$ cat config.mk
export PLATFORM = sky130hd
export DESIGN_NAME = fbsgc_top
export DESIGN_NICKNAME = d
export VERILOG_FILES = /design/src/hw/fbsgc_pkg.sv /design/src/hw/fbsgc_top.sv
export SDC_FILE = /design/constraint.sdc
export NUM_CORES = 2
export LEC_CHECK = 0
export ABC_AREA = 1
export CORE_MARGIN = 2
export CORE_UTILIZATION = 65
export DETAILED_ROUTE_END_ITERATION = 16
export DONT_BUFFER_PORTS = 1
export PLACE_DENSITY = 0.81
export SYNTH_ARGS = -nofsm -noshare
export SYNTH_HDL_FRONTEND = slang
export SYNTH_SLANG_ARGS = --single-unit
$ cat constraint.sdc
create_clock -name pclk -period 3.1 [get_ports pclk]
set_clock_uncertainty 0.15 [all_clocks]
set_input_delay 0.465 -clock pclk [delete_from_list [all_inputs] [get_ports pclk]]
set_output_delay 0.465 -clock pclk [all_outputs]
set_load 0.05 [all_outputs]
$ cat src/hw/fbsgc_pkg.sv
// shared constants and types of the fieldbus slave data exchange block
package fbsgc_pkg;
    // ----------------------------------------
    // sizes
    // ----------------------------------------
    localparam int NW = 8; // words in each data area
    localparam int NG = 8; // group count
    localparam int FIFO_DEPTH = 8;
    localparam int FIFO_WIDTH = 17;
    // ----------------------------------------
    // apb map: region = paddr[7:5], word index = paddr[4:2]
    // ----------------------------------------
    localparam logic [2:0] RG_CSR = 3'h0; // control and status words
    localparam logic [2:0] RG_OUT = 3'h2; // output receive area, read
    localparam logic [2:0] RG_RDB = 3'h3; // block read buffer, read
    localparam logic [2:0] RG_IN = 3'h4; // input send area, read/write
    localparam logic [2:0] RG_WRB = 3'h5; // block write buffer, read/write
    localparam logic [4:0] A_CTRL = 5'h00;
    localparam logic [4:0] A_CMD = 5'h04;
    localparam logic [4:0] A_STAT = 5'h08;
    // ----------------------------------------
    // field positions and reset values
    // ----------------------------------------
    localparam int CTRL_SEP = 0; // separation prevention enable
    localparam int CMD_RD = 0; // block read instruction
    localparam int CMD_WR = 1; // block write instruction
    localparam int ST_SYNC = 0;
    localparam int ST_FRZ = 1;
    localparam int ST_SWAP = 2;
    localparam int ST_IGN = 3; // instruction ignored, write one to clear
    localparam int ST_GRP = 8; // group membership, 8 bits
    localparam logic CTRL_SEP_RST = 1'b0;
    localparam logic [7:0] PRM_SWAP_ON = 8'h01;
    // ----------------------------------------
    // carriers
    // ----------------------------------------
    typedef struct packed {
        logic sync;
        logic unsync;
        logic freeze;
        logic unfreeze;
    } fbsgc_gc_t;
    typedef struct packed {
        logic last;
        logic [15:0] data;
    } fbsgc_word_t;
    typedef logic [NW-1:0][15:0] fbsgc_area_t;
    // high and low byte exchange of one word
    function automatic logic [15:0] fbsgc_swap16(input logic [15:0] w);
        return {w[7:0], w[15:8]};
    endfunction
endpackage

$ cat src/hw/fbsgc_top.sv
// fieldbus slave global control, word swap and block transfer logic
//
// Behaviour
// - separation prevention on ignores block instructions
// - software may switch separation prevention off
// - block transfers copy whole area atomically
// - SYNC enters sync mode, each SYNC updates
// - sync mode holds outputs between SYNC services
// - UNSYNC leaves sync mode, outputs follow data
// - FREEZE enters freeze, each FREEZE captures inputs
// - freeze mode holds inputs until next FREEZE
// - UNFREEZE resumes continuous input updating
// - membership in any of eight groups
// - swap exchanges bytes of every word
// - input words swapped before sending
// - received words swapped before storing
// - swap parameter zero off, one on
`timescale 1ns/1ps
`default_nettype none

// ----------------------------------------
// word fifo between link and output staging
// ----------------------------------------
module fbsgc_fifo #(
    parameter int W = 17,
    parameter int D = 8
) (
    input wire logic pclk, // clock
    input wire logic presetn, // async reset, low
    input wire logic s_valid, // fill side valid
    output logic s_ready, // fill side ready
    input wire logic [W-1:0] s_data, // fill side word
    output logic m_valid, // drain side valid
    input wire logic m_ready, // drain side ready
    output logic [W-1:0] m_data // drain side word
);
    localparam int AW = $clog2(D);
    typedef struct packed {
        logic [D-1:0][W-1:0] mem;
        logic [AW-1:0] wp;
        logic [AW-1:0] rp;
        logic [AW:0] cnt;
        logic full;
        logic empty;
        logic ready;
    } fbsgc_fst_t;
    fbsgc_fst_t r, n;
    logic push, pop;

    // pointer and count update, flags kept in flops
    always_comb begin
        n = r;
        push = s_valid && !r.full;
        pop = m_ready && !r.empty;
        if (push) begin
            n.mem[r.wp] = s_data;
            n.wp = r.wp + AW'(1);
        end
        if (pop) begin
            n.rp = r.rp + AW'(1);
        end
        n.cnt = r.cnt + (AW+1)'(push) - (AW+1)'(pop);
        n.full = (n.cnt == (AW+1)'(D));
        n.empty = (n.cnt == '0);
        // ready has its own flop so the top-level port comes straight from a register
        n.ready = (n.cnt != (AW+1)'(D));
    end

    always_ff @(posedge pclk or negedge presetn) begin
        if (!presetn) begin
            r <= '{default: '0, empty: 1'b1, ready: 1'b1};
        end else begin
            r <= n;
        end
    end

    assign s_ready = r.ready;
    assign m_valid = !r.empty;
    assign m_data = r.mem[r.rp];
endmodule

// ----------------------------------------
// top: apb slave, link side, global control
// ----------------------------------------
module fbsgc_top import fbsgc_pkg::*; (
    input wire logic pclk, // 10 MHz clock
    input wire logic presetn, // async reset, low
    input wire logic psel, // apb select
    input wire logic penable, // apb enable
    input wire logic pwrite, // apb direction
    input wire logic [7:0] paddr, // apb byte address
    input wire logic [31:0] pwdata, // apb write data
    output logic [31:0] prdata, // apb read data
    output logic pready, // apb ready
    output logic pslverr, // apb error
    input wire logic prm_valid, // parameter set pulse
    input wire logic [7:0] prm_group, // group bits 1..8
    input wire logic [7:0] prm_swap, // swap parameter value
    input wire logic gc_valid, // global control pulse
    input wire fbsgc_gc_t gc_cmd, // service bits
    input wire logic [7:0] gc_group, // selected groups
    input wire logic m_out_valid, // output word valid
    input wire fbsgc_word_t m_out_word, // output word, last flag
    output logic m_out_ready, // fifo can take word
    output fbsgc_area_t m_in_data, // input words to master
    output fbsgc_area_t out_state // output state
);
    typedef struct packed {
        logic sep_en;
        logic ign;
        logic sync_m;
        logic frz_m;
        logic swap;
        logic [NG-1:0] grp;
        fbsgc_area_t stage;
        fbsgc_area_t out_area;
        fbsgc_area_t rd_buf;
        fbsgc_area_t in_area;
        fbsgc_area_t wr_buf;
        fbsgc_area_t in_shown;
        logic [2:0] wptr;
        logic staged;
        logic pready;
        logic pslverr;
        logic [31:0] prdata;
    } fbsgc_st_t;
    fbsgc_st_t r, n;

    logic f_valid, drain_rdy, drain, gc_hit, wr_en, blk_rd, blk_wr;
    logic [FIFO_WIDTH-1:0] f_raw;
    fbsgc_word_t f_word;
    logic [2:0] idx;

    // the fifo absorbs master words while a frame waits for SYNC
    fbsgc_fifo #(.W(FIFO_WIDTH), .D(FIFO_DEPTH)) u_fifo (
        .pclk(pclk),
        .presetn(presetn),
        .s_valid(m_out_valid),
        .s_ready(m_out_ready),
        .s_data(m_out_word),
        .m_valid(f_valid),
        .m_ready(drain_rdy),
        .m_data(f_raw)
    );
    assign f_word = f_raw;

    // staging must not be overwritten while a synced frame is pending
    assign drain_rdy = !(r.sync_m && r.staged);
    assign drain = f_valid && drain_rdy;
    assign gc_hit = gc_valid && |(gc_group & r.grp);
    assign idx = paddr[4:2];
    // write lands at the edge where pready is seen high
    assign wr_en = psel && penable && r.pready && pwrite;
    assign blk_wr = wr_en && paddr[7:5] == RG_CSR && paddr[4:0] == A_CMD && pwdata[CMD_WR];
    assign blk_rd = wr_en && paddr[7:5] == RG_CSR && paddr[4:0] == A_CMD && pwdata[CMD_RD];

    // next state of the whole block
    always_comb begin
        n = r;
        // apb answer: one wait state, data prepared before pready
        n.pready = psel && penable && !r.pready;
        if (psel && !r.pready) begin
            n.prdata = '0;
            n.pslverr = 1'b0;
            unique case (paddr[7:5])
                RG_CSR: begin
                    if (paddr[4:0] == A_CTRL) begin
                        n.prdata[CTRL_SEP] = r.sep_en;
                    end else if (paddr[4:0] == A_STAT) begin
                        n.prdata[ST_SYNC] = r.sync_m;
                        n.prdata[ST_FRZ] = r.frz_m;
                        n.prdata[ST_SWAP] = r.swap;
                        n.prdata[ST_IGN] = r.ign;
                        n.prdata[ST_GRP +: NG] = r.grp;
                    end else if (paddr[4:0] != A_CMD) begin
                        n.pslverr = 1'b1;
                    end
                end
                RG_OUT: n.prdata[15:0] = r.out_area[idx];
                RG_RDB: n.prdata[15:0] = r.rd_buf[idx];
                RG_IN: n.prdata[15:0] = r.in_area[idx];
                RG_WRB: n.prdata[15:0] = r.wr_buf[idx];
                default: n.pslverr = 1'b1;
            endcase
        end
        // register writes
        if (wr_en) begin
            unique case (paddr[7:5])
                RG_CSR: begin
                    if (paddr[4:0] == A_CTRL) begin
                        n.sep_en = pwdata[CTRL_SEP];
                    end
                    if (paddr[4:0] == A_STAT && pwdata[ST_IGN]) begin
                        n.ign = 1'b0;
                    end
                end
                RG_IN: n.in_area[idx] = pwdata[15:0];
                RG_WRB: n.wr_buf[idx] = pwdata[15:0];
                default: n.ign = n.ign;
            endcase
        end
        // block instructions: refused under separation prevention
        if (blk_rd || blk_wr) begin
            if (r.sep_en) begin
                n.ign = 1'b1;
            end else begin
                // whole area moves in one edge, no mixed words
                if (blk_rd) begin
                    n.rd_buf = r.out_area;
                end
                if (blk_wr) begin
                    n.in_area = r.wr_buf;
                end
            end
        end
        // received words: swapped, staged, released per mode
        if (drain) begin
            n.stage[r.wptr] = r.swap ? fbsgc_swap16(f_word.data) : f_word.data;
            n.wptr = r.wptr + 3'h1;
            if (f_word.last) begin
                n.wptr = '0;
                if (r.sync_m) begin
                    n.staged = 1'b1;
                end else begin
                    n.out_area = n.stage;
                end
            end
        end
        // output synchronisation services
        if (gc_hit && gc_cmd.unsync) begin
            n.sync_m = 1'b0;
            if (r.staged) begin
                n.out_area = r.stage;
            end
            n.staged = 1'b0;
        end else if (gc_hit && gc_cmd.sync) begin
            n.sync_m = 1'b1;
            if (r.staged) begin
                n.out_area = r.stage;
            end
            n.staged = 1'b0;
        end
        // input view: live unless frozen
        if (gc_hit && gc_cmd.unfreeze) begin
            n.frz_m = 1'b0;
        end else if (gc_hit && gc_cmd.freeze) begin
            n.frz_m = 1'b1;
        end
        if (!r.frz_m || (gc_hit && gc_cmd.freeze && !gc_cmd.unfreeze)) begin
            for (int i = 0; i < NW; i++) begin
                n.in_shown[i] = r.swap ? fbsgc_swap16(r.in_area[i]) : r.in_area[i];
            end
        end
        // parameters from the master
        if (prm_valid) begin
            n.grp = prm_group;
            n.swap = (prm_swap == PRM_SWAP_ON);
        end
    end

    // state register; modes and swap start off
    always_ff @(posedge pclk or negedge presetn) begin
        if (!presetn) begin
            r <= '{default: '0, sep_en: CTRL_SEP_RST};
        end else begin
            r <= n;
        end
    end

    assign prdata = r.prdata;
    assign pready = r.pready;
    assign pslverr = r.pslverr;
    assign m_in_data = r.in_shown;
    assign out_state = r.out_area;
endmodule
`default_nettype wire

==> out/results.tsv <==
metric	value	unit
status	complete, but fails checks	
violated checks	negative hold slack	
crit path to	r[815]	
leakage power	26.6	nW
CP max FO	3	
core area	77200	sq um
FFs w/ async S/R, synth	100	%
Critical Path End Type	flip-flop	
final hold vios	180	
drt pass-1 iters	9	
metal1 wirelength	56100	microns
ys flop type	dfrtp_1	
first-iteration detailed-routing DRC count	6590	
CTS Sinks	952	
startpoint types	flip-flop	
Ys Warns	0	
Placer Congestion	0.938	
worst skew pair latency	670	ps
FMAX	355	MHz
Mapped Area	50500	sq um
CTS Buf Count	99	
TritonCTS clock tree	done	
Die Wd	283	microns
Worst Path Arrival	3260	ps
Unique masters post-synth	39	
GR Util All Layers	39.4	%
I/O pin cnt	384	
Routed Wire Length	159000	microns
Final period util	90.9	%
FP Rows	102	
htree depth	3	
worst hold-check path type	input port to asynchronous set/reset pin	
VDD IR max	942	uV
Met2 Routed Length	71800	microns
Syn-to-layout area delta	5.33	%
Final Instance Area	53200	sq um
initial antenna violation count	12	
average wire per standard cell	20.7	microns
uppermost routed layer	met5	
Setup-failing EPs final	0	
Fin Hold WS	-337	ps
CP Data Required Time	3540	ps
r2r setup slk	280	ps
FF-to-FF Start	r[812]	
Clock Path Buffers	3	
R2R cell count	11	
Final Worst Setup Slack	281	ps
Slew @ Worst Pin	1420	ps
Max Slew Vio Count	0	
Setup Crit Path Kind	flip-flop to flip-flop	
final net count	6647	
routed vias	45400	
sequential fraction of the synthesis area	47.2	%
final setup TNS	0	ps
post-detail-place hpwl	101000	microns
die area	79900	sq um
met3 wire len	17600	microns
PD cells	938	nW/um^2
post-route minimum period	2820	ps
pre-CTS WS	415	ps
Syn Area/Cell	7.27	sq um
cts hold-fix bufs	59	
RSZ-0062 raised after global routing	false	
root buf cell	clkbuf_16	
layout cells sized above 1	5.48	%
flops & latches, synth	952	
die height	283	microns
Fill cells	6265	
starting density of the core	65.4	%
Antenna Nets Post-Route	0	
Core Util, Final	68.9	%
gr ovfl total	0	
postcts setup bufs	0	
Max Cap Violations	0	
# DRC	0	
CTS resizes	0	
Setup crit start	r[812]	
PortBufs	0	
Post-synth EDFFs	0	
first-pass GRT wire length	240000	microns
vias in the first global route	41700	
Rel. slew slack	5.07	%
placed cell area	49200	sq um
pin count of the biggest net entering global routing	953	
Post-Synthesis Cells	6942	
endpoint of the worst register-to-register path	r[815]	
Worst-path clk slew	60	ps
via density per instance	5.91	
## state kept, by name (all words and copies together), names as in the netlist
register	count
out_state	128
prdata	16
u_fifo.s_ready	1
pready	1
r	529
m_in_data	128
pslverr	1
u_fifo.r	148
## metrics by stage
step,std cells,power [mW]
global placement,7420,36.8
detailed placement,7420,37.4
floorplan,6957,33.5
finish,7680,49.9
CTS,7658,49.3
global route,7679,52.3
## worst min-delay path by stage
| stage | endpoint | cells past startpoint | slack [ps] |
|---|---|---|---|
| floorplan | m_in_data[0] | 0 | 20 |
| global placement | m_in_data[88] | 0 | 70 |
| detailed placement | m_in_data[85] | 0 | 70 |
| CTS | m_in_data[85] | 0 | -630 |
| global route | m_in_data[82] | 1 | -250 |
| finish | m_in_data[85] | 1 | -340 |
## synthesized netlist by cell type, types with 2 or more instances
master	instances	area, sq um
nor2_1	387	1450
nor2_2	2	12.5
clkbuf_2	7	35.0
xor2_1	6	52.6
o21ai_1	61	305
buf_6	5	56.3
dfstp_2	2	52.6
buf_1	20	75.1
a21oi_1	263	1320
dfrtp_1	950	23800
a31oi_1	210	1310
inv_1	431	1620
o21bai_1	12	90.1
nand4_1	3	18.8
buf_4	304	2280
ha_1	7	87.6
nand3_1	347	1740
clkinv_1	2	7.51
o21a_1	64	480
inv_2	11	41.3
xnor2_1	2	17.5
nor4_1	2	12.5
o21ai_0	635	3180
o211ai_1	2	15.0
nand2_2	3	18.8
nor3_1	5	25.0
nand3_2	2	20.0
buf_2	173	866
nand2_1	2774	10400
clkbuf_1	227	852
nor3_2	11	110
nor3_4	5	81.3
## kinds of logic (layout without fill, tap and decap cells)
logic type	after synthesis	after routing	synth area share, %
AND/OR/NAND/NOR	3544	3544	27.6
AO/OA/AOI/OAI	1247	1247	13.3
buffers and inverters	1182	849	11.6
flip-flops	952	952	47.2
adder cells (fa/ha/maj)	8	8	0.213
XOR/XNOR	8	8	0.139
other	1	32	0.00743
## layout make-up
cell class	count	area, sq um	share of cell area, %
Sequential cell	952	23800	44.8
Multi-Input combinational cell	4823	20900	39.3
Clock buffer	154	2990	5.62
Timing Repair Buffer	224	2230	4.20
Inverter	446	1690	3.18
Tap cell	1040	1300	2.45
Clock inverter	25	185	0.348
Antenna cell	16	40.0	0.0753
## layer usage
layer	track usage, %	up-vias
met4	28.9	4
met2	61.2	2595
li1	-	21000
met1	48.4	21200
met3	9.43	601
met5	0	-
## cells in the final DEF, fill, tap and decap left out, types with 16 or more instances in the layout
master         instances
nand2_1             2773
dfrtp_1              949
o21ai_0              635
inv_1                430
nor2_1               386
nand3_1              347
a21oi_1              262
a31oi_1              210
buf_4                136
clkbuf_16            102
o21a_1                64
o21ai_1               61
dlygate4sd3_1         59
clkbuf_1              27
clkbuf_8              26
buf_12                23
clkinv_2              20
diode_2               16
conb_1                16
## where the power goes
part / internal (mW) / switching (mW)
Sequential: 15.5 / 6.11
Combinational: 4.99 / 11.5
Clock: 6.75 / 5.05
Total: 27.2 / 22.7
## worst max-delay path, cell delays in order, from the launching register on
cell,delay [ps]
dfrtp_1,400
nand2_1,70
nand2_1,80
nor2_1,130
nand2_1,310
nand2_1,180
inv_1,70
nand2_1,80
dlygate4sd3_1,560
o21ai_0,90
dlygate4sd3_1,580
inv_1,50
(Power assumes the default switching activity.)
